==> config.mk <==
export PLATFORM = sky130hd
export DESIGN_NAME = reload_timer
export DESIGN_NICKNAME = d
export VERILOG_FILES = /design/src/common/reload_timer_pkg.sv /design/src/hw/reload_timer.sv
export SDC_FILE = /design/constraint.sdc
export NUM_CORES = 1
export LEC_CHECK = 0
export BUFFER_PORTS_ARGS = -buffer_cell sky130_fd_sc_hd__clkbuf_2
export CORE_MARGIN = 2
export CORE_UTILIZATION = 58
export CTS_CLUSTER_SIZE = 25
export DETAILED_ROUTE_END_ITERATION = 8
export PLACE_DENSITY = 0.9
export SYNTH_ARGS = -nofsm -noshare
export SYNTH_HDL_FRONTEND = slang
export SYNTH_SLANG_ARGS = --single-unit
export TNS_END_PERCENT = 50
==> constraint.sdc <==
create_clock -name ref_clk_i -period 3.8 [get_ports ref_clk_i]
set_input_delay 0 -clock ref_clk_i [delete_from_list [all_inputs] [get_ports ref_clk_i]]
set_output_delay 0 -clock ref_clk_i [all_outputs]
set_load 0.1 [all_outputs]
==> src/common/reload_timer_pkg.sv <==
// Register map, field positions and constants for the reload timer channel
package reload_timer_pkg;
	// Register offsets on the plain register port (byte addresses)
	localparam logic [7:0] IOC_ADDR_CH0 = 8'h81;
	localparam logic [7:0] IOC_ADDR_CH1 = 8'h89;
	localparam logic [7:0] MODE_ADDR_CH0 = 8'h82;
	localparam logic [7:0] MODE_ADDR_CH1 = 8'h8a;
	localparam logic [7:0] GATE_ADDR_CH0 = 8'h83;
	localparam logic [7:0] GATE_ADDR_CH1 = 8'h8b;
	localparam logic [7:0] CNT_ADDR_CH0 = 8'h84;
	localparam logic [7:0] CNT_ADDR_CH1 = 8'h8c;
	localparam logic [7:0] CTRL_ADDR_CH0 = 8'h80;
	localparam logic [7:0] CTRL_ADDR_CH1 = 8'h88;

	// Pin I/O control fields
	localparam int IOC_POL = 0;
	localparam int IOC_OUTSEL = 1;
	localparam int IOC_FLT_LO = 4;
	localparam int IOC_GATE_LO = 6;
	localparam logic [7:0] IOC_WMASK = 8'hf7;
	localparam logic [7:0] IOC_RESET = 8'h00;

	// Mode register fields
	localparam int MODE_OP_LO = 0;
	localparam int MODE_DUAL = 3;
	localparam int MODE_CLK_LO = 4;
	localparam logic [7:0] MODE_RESET = 8'h00;

	// Gate source register fields
	localparam int GATE_SEL_LO = 0;
	localparam int GATE_INV = 2;
	localparam logic [7:0] GATE_WMASK = 8'h07;

	// Control register fields
	localparam int CTRL_START = 0;
	localparam int CTRL_STOP = 1;

	localparam logic [15:0] CNT_ALL_ONES = 16'hffff;
	localparam logic [15:0] CNT_ZERO = 16'h0000;
	localparam logic [1:0] FILTER_LEN = 2'h3;

	typedef enum logic [2:0] {
		OP_TIMER = 3'h0,
		OP_PULSE = 3'h1,
		OP_EVENT = 3'h2
	} op_mode_e;

	typedef enum logic [1:0] {
		FLT_NONE = 2'h0,
		FLT_F1 = 2'h1,
		FLT_F8 = 2'h2,
		FLT_F32 = 2'h3
	} filter_e;

	typedef enum logic [1:0] {
		GATE_ALWAYS = 2'h0,
		GATE_IRQ2 = 2'h1,
		GATE_CMP = 2'h2,
		GATE_COMP_TIMER = 2'h3
	} gate_e;

	// Count source select codes
	localparam logic [2:0] CLK_F1 = 3'h0;
	localparam logic [2:0] CLK_F8 = 3'h1;
	localparam logic [2:0] CLK_OSC = 3'h2;
	localparam logic [2:0] CLK_F2 = 3'h3;
	localparam logic [2:0] CLK_SUB32 = 3'h4;
	localparam logic [2:0] CLK_SUB = 3'h6;
	localparam logic [2:0] CLK_CHAIN = 3'h7;

	// Internal clock enables that feed the channel
	typedef struct packed {
		logic f2;
		logic f8;
		logic f32;
		logic osc;
		logic sub32;
		logic sub;
		logic chain;
	} tick_s;

	// Gate sources from neighbouring logic
	typedef struct packed {
		logic irq_two;
		logic irq_two_pol;
		logic comp_timer;
		logic [3:0] compare;
	} gate_in_s;
endpackage

==> src/hw/reload_timer.sv <==
// One 16-bit reload timer channel: pulse output and event counter modes
// What this block does
// [RULE_01] Pulse mode toggles pin on every underflow
// [RULE_02] Pulse mode counts selected internal clock source
// [RULE_03] Decrement; reload on underflow, keep counting
// [RULE_04] Value m gives one underflow per m+1
// [RULE_05] Writing start bit one begins counting
// [RULE_06] Start zero or force stop halts counting
// [RULE_07] Underflow raises channel interrupt request
// [RULE_08] Counter read returns present count
// [RULE_09] Counter write loads reload and counter
// [RULE_10] Polarity bit picks pulse starting level
// [RULE_11] Mode write forces output to start level
// [RULE_12] Output select bit returns pin to port
// [RULE_13] Software keeps filter off in pulse mode
// [RULE_14] Event mode counts rising or falling edges
// [RULE_15] Software keeps polarity fixed while counting
// [RULE_16] Filter field selects none, f1, f8, f32
// [RULE_17] Filter accepts level after three equal samples
// [RULE_18] Gate field selects when events count
// [RULE_19] Irq-two gate level follows its polarity
// [RULE_20] Companion gate counts on its high level
// [RULE_21] Compare gate: source select plus invert
// [RULE_22] Reserved bit two writes, bit three reads zero
// [RULE_23] Mode field: 001 pulse, 010 event
// [RULE_24] Both edges only in event counter mode
// [RULE_25] Force stop sets counter to all ones
// [RULE_26] Underflow is a count event at zero
// [RULE_27] Pin input synchronised before any use
`timescale 1ns/100ps
module reload_timer #(
	parameter bit CHANNEL = 1'b0
) (
	input wire logic ref_clk_i,
	input wire logic rst_n_i,
	input wire logic [7:0] addr_i,
	input wire logic [15:0] wdata_i,
	input wire logic wr_i,
	input wire logic rd_i,
	output logic [15:0] rdata_o,
	input wire reload_timer_pkg::tick_s tick_i,
	input wire reload_timer_pkg::gate_in_s gate_i,
	input wire logic timer_io_pin_i,
	output logic timer_io_pin_o,
	output logic timer_io_pin_oe_o,
	output logic irq_o,
	output logic underflow_o
);
	localparam logic [7:0] IOC_A = CHANNEL ? reload_timer_pkg::IOC_ADDR_CH1
		: reload_timer_pkg::IOC_ADDR_CH0;
	localparam logic [7:0] MODE_A = CHANNEL ?
		reload_timer_pkg::MODE_ADDR_CH1 : reload_timer_pkg::MODE_ADDR_CH0;
	localparam logic [7:0] GATE_A = CHANNEL ?
		reload_timer_pkg::GATE_ADDR_CH1 : reload_timer_pkg::GATE_ADDR_CH0;
	localparam logic [7:0] CNT_A = CHANNEL ? reload_timer_pkg::CNT_ADDR_CH1
		: reload_timer_pkg::CNT_ADDR_CH0;
	localparam logic [7:0] CTRL_A = CHANNEL ?
		reload_timer_pkg::CTRL_ADDR_CH1 : reload_timer_pkg::CTRL_ADDR_CH0;

	logic [7:0] io_ctrl;
	logic [7:0] mode;
	logic [2:0] gate_src;
	logic running;
	logic [15:0] counter;
	logic [15:0] reload;
	logic pulse_level;
	logic pin_meta;
	logic pin_sync;
	logic [1:0] flt_cnt;
	logic flt_level;
	logic flt_prev;
	logic src_tick;
	logic flt_tick;
	logic gate_open;
	logic edge_hit;
	logic count_evt;
	logic underflow;
	logic [3:0] cmp_pick;
	logic [2:0] op_field;
	logic pulse_mode;
	logic event_mode;
	logic wr_ioc;
	logic wr_mode;
	logic wr_gate;
	logic wr_cnt;
	logic wr_ctrl;

	assign wr_ioc = wr_i && (addr_i == IOC_A);
	assign wr_mode = wr_i && (addr_i == MODE_A);
	assign wr_gate = wr_i && (addr_i == GATE_A);
	assign wr_cnt = wr_i && (addr_i == CNT_A);
	assign wr_ctrl = wr_i && (addr_i == CTRL_A);

	// Mode decode; other modes simply never count here
	assign op_field = mode[reload_timer_pkg::MODE_OP_LO +: 3];
	assign pulse_mode = (op_field == reload_timer_pkg::OP_PULSE); // see [RULE_23]
	assign event_mode = (op_field == reload_timer_pkg::OP_EVENT); // see [RULE_23]

	// Pin I/O control register; bit 3 never stores so it reads zero
	always_ff @(posedge ref_clk_i or negedge rst_n_i) begin
		if (!rst_n_i) begin
			io_ctrl <= reload_timer_pkg::IOC_RESET;
		end else if (wr_ioc) begin
			io_ctrl <= wdata_i[7:0] & reload_timer_pkg::IOC_WMASK; // see [RULE_22]
		end
	end

	// Mode register
	always_ff @(posedge ref_clk_i or negedge rst_n_i) begin
		if (!rst_n_i) begin
			mode <= reload_timer_pkg::MODE_RESET;
		end else if (wr_mode) begin
			mode <= wdata_i[7:0];
		end
	end

	// Gate source select register
	always_ff @(posedge ref_clk_i or negedge rst_n_i) begin
		if (!rst_n_i) begin
			gate_src <= '0;
		end else if (wr_gate) begin
			gate_src <= wdata_i[2:0];
		end
	end

	// Run flag; force stop wins over a start written in the same cycle
	always_ff @(posedge ref_clk_i or negedge rst_n_i) begin
		if (!rst_n_i) begin
			running <= 1'b0;
		end else if (wr_ctrl) begin
			if (wdata_i[reload_timer_pkg::CTRL_STOP]) begin
				running <= 1'b0; // see [RULE_06]
			end else begin
				running <= wdata_i[reload_timer_pkg::CTRL_START]; // see [RULE_05]
			end
		end
	end

	// Internal count source selection; chaining is channel one only
	always_comb begin
		unique case (mode[reload_timer_pkg::MODE_CLK_LO +: 3])
			reload_timer_pkg::CLK_F1: src_tick = 1'b1;
			reload_timer_pkg::CLK_F2: src_tick = tick_i.f2;
			reload_timer_pkg::CLK_F8: src_tick = tick_i.f8;
			reload_timer_pkg::CLK_OSC: src_tick = tick_i.osc;
			reload_timer_pkg::CLK_SUB32: src_tick = tick_i.sub32;
			reload_timer_pkg::CLK_SUB: src_tick = tick_i.sub;
			reload_timer_pkg::CLK_CHAIN: src_tick = CHANNEL && tick_i.chain;
			default: src_tick = 1'b0;
		endcase
	end // see [RULE_02]

	// Pin synchroniser: the first stage feeds only the second
	always_ff @(posedge ref_clk_i or negedge rst_n_i) begin
		if (!rst_n_i) begin
			pin_meta <= 1'b0;
			pin_sync <= 1'b0;
		end else begin
			pin_meta <= timer_io_pin_i;
			pin_sync <= pin_meta; // see [RULE_27]
		end
	end

	// Filter sampling strobe from the chosen sampling clock
	always_comb begin
		unique case (reload_timer_pkg::filter_e'(
			io_ctrl[reload_timer_pkg::IOC_FLT_LO +: 2]))
			reload_timer_pkg::FLT_F1: flt_tick = 1'b1;
			reload_timer_pkg::FLT_F8: flt_tick = tick_i.f8;
			reload_timer_pkg::FLT_F32: flt_tick = tick_i.f32;
			default: flt_tick = 1'b0;
		endcase
	end // see [RULE_16]

	// Digital filter: level accepted after three equal samples in a row
	always_ff @(posedge ref_clk_i or negedge rst_n_i) begin
		if (!rst_n_i) begin
			flt_cnt <= '0;
			flt_level <= 1'b0;
		end else if (io_ctrl[reload_timer_pkg::IOC_FLT_LO +: 2] ==
			reload_timer_pkg::FLT_NONE) begin
			flt_cnt <= '0;
			flt_level <= pin_sync; // see [RULE_16]
		end else if (flt_tick) begin
			if (pin_sync == flt_level) begin
				flt_cnt <= '0;
			end else if (flt_cnt == reload_timer_pkg::FILTER_LEN - 2'h1) begin
				flt_cnt <= '0;
				flt_level <= pin_sync; // see [RULE_17]
			end else begin
				flt_cnt <= flt_cnt + 2'h1;
			end
		end
	end

	// Previous filtered level for edge detection
	always_ff @(posedge ref_clk_i or negedge rst_n_i) begin
		if (!rst_n_i) begin
			flt_prev <= 1'b0;
		end else begin
			flt_prev <= flt_level;
		end
	end

	// Edge select: both edges honoured only in event mode
	always_comb begin
		if (mode[reload_timer_pkg::MODE_DUAL]) begin
			edge_hit = flt_level ^ flt_prev; // see [RULE_24]
		end else if (io_ctrl[reload_timer_pkg::IOC_POL]) begin
			edge_hit = flt_prev && !flt_level; // see [RULE_14]
		end else begin
			edge_hit = !flt_prev && flt_level; // see [RULE_14]
		end
	end

	// Compare output pick: 00 d, 01 c, 10 b, 11 a
	assign cmp_pick = gate_i.compare;

	// Event gate selection
	always_comb begin
		unique case (reload_timer_pkg::gate_e'(
			io_ctrl[reload_timer_pkg::IOC_GATE_LO +: 2]))
			reload_timer_pkg::GATE_IRQ2:
				gate_open = gate_i.irq_two ^ gate_i.irq_two_pol; // see [RULE_19]
			reload_timer_pkg::GATE_CMP:
				gate_open = cmp_pick[gate_src[reload_timer_pkg::GATE_SEL_LO +: 2]]
					^ !gate_src[reload_timer_pkg::GATE_INV]; // see [RULE_21]
			reload_timer_pkg::GATE_COMP_TIMER:
				gate_open = gate_i.comp_timer; // see [RULE_20]
			default: gate_open = 1'b1;
		endcase
	end // see [RULE_18]

	// Count event from the source that the mode selects
	always_comb begin
		if (!running) begin
			count_evt = 1'b0;
		end else if (pulse_mode) begin
			count_evt = src_tick; // see [RULE_01]
		end else if (event_mode) begin
			count_evt = edge_hit && gate_open; // see [RULE_18]
		end else begin
			count_evt = 1'b0;
		end
	end

	assign underflow = count_evt && (counter == reload_timer_pkg::CNT_ZERO); // see [RULE_26]

	// Reload register follows every counter write
	always_ff @(posedge ref_clk_i or negedge rst_n_i) begin
		if (!rst_n_i) begin
			reload <= reload_timer_pkg::CNT_ALL_ONES;
		end else if (wr_cnt) begin
			reload <= wdata_i; // see [RULE_09]
		end else if (wr_ctrl && wdata_i[reload_timer_pkg::CTRL_STOP]) begin
			reload <= reload_timer_pkg::CNT_ALL_ONES; // see [RULE_25]
		end
	end

	// Down counter; software write wins over a count in the same cycle
	always_ff @(posedge ref_clk_i or negedge rst_n_i) begin
		if (!rst_n_i) begin
			counter <= reload_timer_pkg::CNT_ALL_ONES;
		end else if (wr_ctrl && wdata_i[reload_timer_pkg::CTRL_STOP]) begin
			counter <= reload_timer_pkg::CNT_ALL_ONES; // see [RULE_25]
		end else if (wr_cnt) begin
			counter <= wdata_i; // see [RULE_09]
		end else if (underflow) begin
			counter <= reload; // see [RULE_03] [RULE_04]
		end else if (count_evt) begin
			counter <= counter - 16'h0001; // see [RULE_03]
		end
	end

	// Pulse level: reset or mode write restores the start level
	always_ff @(posedge ref_clk_i or negedge rst_n_i) begin
		if (!rst_n_i) begin
			pulse_level <= 1'b1;
		end else if (wr_mode) begin
			pulse_level <= !io_ctrl[reload_timer_pkg::IOC_POL]; // see [RULE_11] [RULE_10]
		end else if (underflow && pulse_mode) begin
			pulse_level <= !pulse_level; // see [RULE_01]
		end
	end

	// Pin drivers; the output select bit hands the pin back to the port
	always_ff @(posedge ref_clk_i or negedge rst_n_i) begin
		if (!rst_n_i) begin
			timer_io_pin_o <= 1'b0;
			timer_io_pin_oe_o <= 1'b0;
		end else begin
			timer_io_pin_o <= pulse_level;
			timer_io_pin_oe_o <= pulse_mode &&
				!io_ctrl[reload_timer_pkg::IOC_OUTSEL]; // see [RULE_12]
		end
	end

	// Interrupt request and chain pulse, one cycle each
	always_ff @(posedge ref_clk_i or negedge rst_n_i) begin
		if (!rst_n_i) begin
			irq_o <= 1'b0;
			underflow_o <= 1'b0;
		end else begin
			irq_o <= underflow; // see [RULE_07]
			underflow_o <= underflow;
		end
	end

	// Read data in the cycle after the read strobe; unmapped reads zero
	always_ff @(posedge ref_clk_i or negedge rst_n_i) begin
		if (!rst_n_i) begin
			rdata_o <= '0;
		end else if (!rd_i) begin
			rdata_o <= '0;
		end else if (addr_i == CNT_A) begin
			rdata_o <= counter; // see [RULE_08]
		end else if (addr_i == IOC_A) begin
			rdata_o <= {8'h00, io_ctrl}; // see [RULE_22]
		end else if (addr_i == MODE_A) begin
			rdata_o <= {8'h00, mode};
		end else if (addr_i == GATE_A) begin
			rdata_o <= {13'h0000, gate_src};
		end else if (addr_i == CTRL_A) begin
			rdata_o <= {15'h0000, running};
		end else begin
			rdata_o <= '0;
		end
	end
endmodule

==> flow_summary.ini, run 1 <==
[critical_path]
crit_path_max_fanout = 17
start_kind = register
critPathSlowestCell = a311oi_4
crit_path_start = flt_level$_DFFE_PN0P_
endpoint_kind = register
rrSetupSlack_ps = 910
crit_family = compound AO/OA/AOI/OAI gates
reg2reg_from = flt_level$_DFFE_PN0P_
required_ps = 4080
criticalPathCategory = reg -> reg
crit_buf_inv = 1
path_cells = inv_1, ha_1, nand4bb_1, o311ai_1, nand4b_1, a311oi_4, o21ai_1, o22a_1
cp.arrival_ps = 3170
slowest_delay_ps = 860

[synthesis]
async_flop_share = 1.00
ys_types = 73
synth_area_leader_cell = dfrtp_1
yosysSeqAreaShare = 0.479
ys_top_cells_by_area = dfrtp_1 (27%), dfstp_2 (21%), mux2_2 (7.9%), nor2_1 (5.7%), mux2i_1 (2.7%)
ys_warn_count = 0
synthesis.area_sq_um = 4110
synth_flop_cell = dfrtp_1
ys_seq_elements = 77
synth_nets = 435
avgSynthCellArea_sq_um = 10.6
synth_edf_count = 0
synth_top_area_frac = 0.268
synth_cells = 389

[layout]
final_nets = 508
area_growth_pct = 17.2
final_cell_mix = nor2_1 (63), clkbuf_2 (60), dfrtp_1 (44)
final_common_cell = nor2_1
drive_gt1_frac = 0.334
layout.cells.non_filler = 563
diodes = 0
fin_util = 0.705
final_cell_area_sq_um = 4820
fill_cells = 499

[worst_hold_path]
holdCritStartpoint = wdata_i[1]
min_path_type = in -> reg

[floorplanning]
coreArea_sq_um = 6830
fp.dieH_microns = 88.2
die_w_microns = 88.2
initial_utilization = 0.602
dieArea_sq_um = 7780
rows = 30
ios = 63

[grt]
grt.overflow.total = 0
grt_pass1_wl_mm = 16.2
grt_max_degree = 78
antenna_found_initial = 0
grt_pass1_vias = 3401
grt.total_usage = 0.275

[timing]
maxSlewViolCount = 0
min_period_over_period = 0.761
final.setup.worst_slack_ps = 909
rsz0062_at_grt = false
max_slew_margin = 0.199
final-setup-viol-count = 0
period_needed_ps = 2890
timing.final.hold_violations = 0
tns_ps = 0
hold_ws_ps = 17.1
fin_skew_ps = 8.88
worst_pin_slew_ps = 1200
clock.fmax_mhz = 346

[clocking]
insertion_delay_ps = 360
cts.path.max_buffers = 2
cts_tree = built
cts-resized-gates = 0
cts_hold_buf = 17
clkTransAtPathRegs_ps = 80
clock_sinks = 77
cts-buffers-inserted = 9
cts-root-buf = clkbuf_8
post_cts_buffers = 0
htreeDepth = 3

[power_and_ir_drop]
leakage_nw = 2.21
ir_drop_uv = 204
power.density_nw_per_um2 = 411
total_power_mw = 1.98

[detailed_routing]
vias = 3462
antenna_left = 0
drtIter0Drc = 490
drc_errors = 0
wire_per_inst_microns = 17.7
vias_per_cell = 6.15
postRouteWirelength_mm = 9.97
first_pass_iters = 7

[place]
dp_hpwl_mm = 6.67
io_buffers = 61
place.gp.congestion = 0.885
dp.cells = 530
dpl_cell_area_sq_um = 4460
pre_cts_ws_ps = 1010

[outcome]
status = finished clean

[flow_run]
maxCapViolCount = 0
synth_stat cells, drive strengths merged (3+ instances only):
library cell / number
mux2i: 11
a311oi: 3
dfstp: 33
xor2: 6
a22oi: 6
a21o: 5
a31oi: 6
buf: 6
nor3b: 3
and2: 3
a222oi: 4
o22a: 6
ha: 3
a21oi: 8
nor2: 65
dfrtp: 44
xnor2: 7
mux2: 29
clkbuf: 12
nor2b: 12
a22o: 3
nand3: 6
o21ai: 9
or3: 5
nor3: 8
inv: 9
nand2: 19
and3: 12
nor4: 6
flip-flops by register name, summed over array words and instances, names as in the netlist:
| register | cells |
|---|---|
| mode | 8 |
| counter | 16 |
| flt_prev | 1 |
| pulse_level | 1 |
| flt_cnt | 2 |
| reload | 16 |
| flt_level | 1 |
| timer_io_pin_oe_o | 1 |
| underflow_o | 1 |
| io_ctrl | 7 |
| pin_meta | 1 |
| pin_sync | 1 |
| rdata_o | 16 |
| gate_src | 3 |
| running | 1 |
| timer_io_pin_o | 1 |
routing by layer:
metal	global-route usage	vias up	part of all wire
met1	0.354	1674	0.39
met3	0.0471	33	0.087
li1	-	1567	-
met2	0.445	188	0.49
met4	0.150	0	0.029
met5	0	-	0
power by group:
part / total (mW) / internal (mW) / switching (mW)
sequential: 0.977 / 0.909 / 0.0678
combinational: 0.418 / 0.201 / 0.217
clock: 0.585 / 0.275 / 0.310
total: 1.98 / 1.39 / 0.594
tightest hold or removal path: cells and delay by family:
kind	cells	cell delay [ps]
buffers and inverters	1	190
AND/OR/NAND/NOR	2	170
final cells by class:
class | count | area, sq um | area share
clock buffers | 12 | 155 | 0.0322
clock inverters | 4 | 31.3 | 0.00649
inverters | 9 | 33.8 | 0.00701
multi-input cells | 285 | 2020 | 0.419
flip-flops and latches | 77 | 1970 | 0.408
well taps | 96 | 120 | 0.0249
repair buffers | 80 | 490 | 0.102
cell families (layout without fill, tap and decap cells):
family,Yosys count,in the layout,share of synthesized area
flops,77,77,0.479
xor+xnor,13,13,0.0277
compound gates,74,74,0.139
fa+ha+maj,3,3,0.00913
simple gates,154,154,0.203
buf+inv,27,105,0.0301
mux,41,41,0.113
final timing paths:
kind | to | cells past startpoint
min in group asynchronous | mode[2]$_DFFE_PN0P_ | 3
hold reg to reg | pin_sync$_DFF_PN0_ | 0
hold / removal | reload[1]$_DFFE_PN1P_ | 3
max in group asynchronous | rdata_o[12]$_DFF_PN0_ | 3
setup / recovery | counter[8]$_DFFE_PN1P_ | 8
setup reg to reg | counter[8]$_DFFE_PN1P_ | 8
Power figures use the tool's default switching activity.
==> run 2: changes to the inputs <==
--- a/config.mk
+++ b/config.mk
@@ -5,12 +5,13 @@
 export SDC_FILE = /design/constraint.sdc
 export NUM_CORES = 1
 export LEC_CHECK = 0
+export ABC_AREA = 1
 export BUFFER_PORTS_ARGS = -buffer_cell sky130_fd_sc_hd__clkbuf_2
 export CORE_MARGIN = 2
-export CORE_UTILIZATION = 58
+export CORE_UTILIZATION = 57
 export CTS_CLUSTER_SIZE = 25
 export DETAILED_ROUTE_END_ITERATION = 8
-export PLACE_DENSITY = 0.9
+export PLACE_DENSITY = 0.89
 export SYNTH_ARGS = -nofsm -noshare
 export SYNTH_HDL_FRONTEND = slang
 export SYNTH_SLANG_ARGS = --single-unit
==> constraint.sdc (replaced) <==
create_clock -name ref_clk_i -period 2.9 [get_ports ref_clk_i]
set_input_delay 0 -clock ref_clk_i [delete_from_list [all_inputs] [get_ports ref_clk_i]]
set_output_delay 0 -clock ref_clk_i [all_outputs]
set_load 0.1 [all_outputs]
==> run 2 against run 1 <==
- global-route usage up 1.8 points
- critical path depth up 6
- critical endpoint is now counter[9]$_DFFE_PN1P_
- power up 31%
- highest routed layer unchanged
- die area up 2.4%
- setup slack worse by 360 ps
- clock-buffer cell count down 1
- first-iteration DRC count up 21%
- synthesized area up 0.73%
==> flow_summary.ini, run 2 <==
[critical_path]
r2r_end = counter[9]$_DFFE_PN1P_
cp.arrival_ps = 2640
reg2reg_from = counter[0]$_DFFE_PN1P_
crit_top_cell = nand2_1
cp.depth = 14
crit_end = counter[9]$_DFFE_PN1P_
slowest_delay_ps = 390
start_kind = register
critPathSlowestCell = dfstp_2
required_ps = 3200
crit_buf_inv = 4
crit_path_max_fanout = 6
endpoint_kind = register
crit_path_start = counter[0]$_DFFE_PN1P_
path_cells = inv_1, ha_1, inv_1, nor3_4, nand3_2, nor2_1, nand2_1, nor2_2, buf_4, nand4_1, nand2_1, clkinv_1, nand2_1, nand2_1
crit_family = simple AND/OR/NAND/NOR gates
worstRegToRegCells = 14
criticalPathCategory = reg -> reg
rrSetupSlack_ps = 550

[detailed_routing]
first_pass_iters = 6
wire_per_inst_microns = 15.2
top_layer_used = met4
drc_errors = 0
vias = 4080
met3_length_mm = 1.08
drtIter0Drc = 592
vias_per_cell = 5.64
antenna_left = 0
met1_length_mm = 4.34
postRouteWirelength_mm = 11.0
wl_met2_mm = 5.18

[timing]
min_period_over_period = 0.809
max_slew_margin = 0.362
rsz0062_at_grt = false
worst_pin_slew_ps = 958
fin_skew_ps = 10.0
hold_ws_ps = 29.5
period_needed_ps = 2350
final.setup.worst_slack_ps = 553
tns_ps = 0
final-setup-viol-count = 0
maxSlewViolCount = 0
clock.fmax_mhz = 426
timing.final.hold_violations = 0

[power_and_ir_drop]
combPwrFrac = 0.141
p_switching_uw = 682
p_int_mw = 1.90
leakage_nw = 2.63
pwr-share-clk = 0.369
total_power_mw = 2.58
power_frac_seq = 0.489
power.density_nw_per_um2 = 520
ir_drop_uv = 243
switching_share = 0.264

[floorplanning]
fp.dieH_microns = 89.3
ios = 63
initial_utilization = 0.580
coreArea_sq_um = 7140
dieArea_sq_um = 7970
die_w_microns = 89.3
rows = 31

[grt]
grt_pass1_wl_mm = 17.7
grt.total_usage = 0.293
grt_pass1_vias = 3846
antenna_found_initial = 0
grt.overflow.total = 0
grt_max_degree = 45

[synthesis]
synth.top_cells.by_count = nand2_1 (129), nor2_1 (70), inv_1 (68), dfrtp_1 (44), nand3_1 (41)
avgSynthCellArea_sq_um = 7.74
ys_types = 42
synth_top_area_frac = 0.266
synth_nets = 581
synth_area_leader_cell = dfrtp_1
yosysSeqAreaShare = 0.475
synth_cells = 535
synth_edf_count = 0
ys_top_cells_by_area = dfrtp_1 (27%), dfstp_2 (21%), nand2_1 (12%), nor2_1 (6.3%), inv_1 (6.2%)
synth.most_common_cell = nand2_1
async_flop_share = 1.00
synth_flop_cell = dfrtp_1
ys_seq_elements = 77
ys_warn_count = 0
synthesis.area_sq_um = 4140

[layout]
reg.largest.list = counter: 16 flops, rdata_o: 16 flops, reload: 16 flops
seqCellArea_sq_um = 1970
final_cell_area_sq_um = 4970
area_growth_pct = 19.9
fill_cells = 572
multi_input_area_sq_um = 1810
drive_gt1_frac = 0.221
layout.cells.non_filler = 724
final_nets = 666
final_cell_mix = nand2_1 (129), nor2_1 (70), inv_1 (68)
diodes = 0
fin_util = 0.696
final_common_cell = nand2_1

[place]
pre_cts_ws_ps = 630
io_buffers = 61
dp_hpwl_mm = 7.68
dpl_cell_area_sq_um = 4540
dp.cells = 689
place.gp.congestion = 0.967

[clocking]
cts-resized-gates = 0
cts-root-buf = clkbuf_8
clkTransAtPathRegs_ps = 80
post_cts_buffers = 0
clock_sinks = 77
cts-buffers-inserted = 9
cts.path.max_buffers = 2
htreeDepth = 3
insertion_delay_ps = 360
cts_tree = built

[flow_run]
maxCapViolCount = 0

[worst_hold_path]
min_path_type = in -> reg

[outcome]
status = finished clean
==> run 2: cell count changes after synthesis, sizes merged, moves of 12 or more <==
cell,delta
a21oi,+17
mux2,-29
o21ai,+32
nand2,+114
and3,-12
inv,+64
nand4,+12
nor2b,-12
nand3,+37
==> run 2: kinds of logic after synthesis <==
group           synth area share
mux                      0.00242
simple gates               0.297
compound gates             0.111
fa+ha+maj                0.00906
flops                      0.475
buf+inv                   0.0891
xor+xnor                  0.0169
==> run 2: layout make-up <==
| class | count | area share |
|---|---|---|
| Timing Repair Buffer | 88 | 0.112 |
| Inverter | 75 | 0.0567 |
| Tap cell | 99 | 0.0249 |
| Sequential cell | 77 | 0.396 |
| Multi-Input combinational cell | 369 | 0.364 |
| Clock buffer | 11 | 0.0265 |
| Clock inverter | 5 | 0.0202 |
==> run 2: worst min path at each step <==
stage                   start                endpoint  slack (ps)  depth (start not counted)
3_5_place_dp   timer_io_pin_i      pin_meta$_DFF_PN0_         110                          1
5_1_grt                  wr_i     running$_DFFE_PN0P_          40                          3
2_1_floorplan         rst_n_i  flt_cnt[0]$_DFFE_PN0P_        -300                          0
6_report                 wr_i     running$_DFFE_PN0P_          30                          3
3_3_place_gp   timer_io_pin_i      pin_meta$_DFF_PN0_         110                          1
4_1_cts                  wr_i     running$_DFFE_PN0P_          30                          3
==> run 2: repair_timing <==
action / 4_1_cts / 5_1_grt
hold buffers: 19 / 0
endpoints found under the setup margin: 0 / 0
hold endpoints to repair: 64 / 0
==> run 2: worst min-delay path, stage by stage <==
cell      delay (ps)
clkbuf_2         120
nand2_1          150
a21oi_1           90
==> run 2: layer usage <==
metal,up-vias,global-route usage
li1,1890,-
met5,-,0
met2,260,0.482
met3,48,0.0702
met4,0,0.119
met1,1882,0.374
==> run 2: power groups by stage <==
stage | clock [mW] | sequential, mW | combinational (mW)
finish | 0.955 | 1.26 | 0.365
global route | 1.00 | 1.27 | 0.409
CTS | 0.963 | 1.26 | 0.361
detailed placement | 0 | 1.28 | 0.336
global placement | 0 | 1.27 | 0.318
floorplan | 0 | 1.27 | 0.222
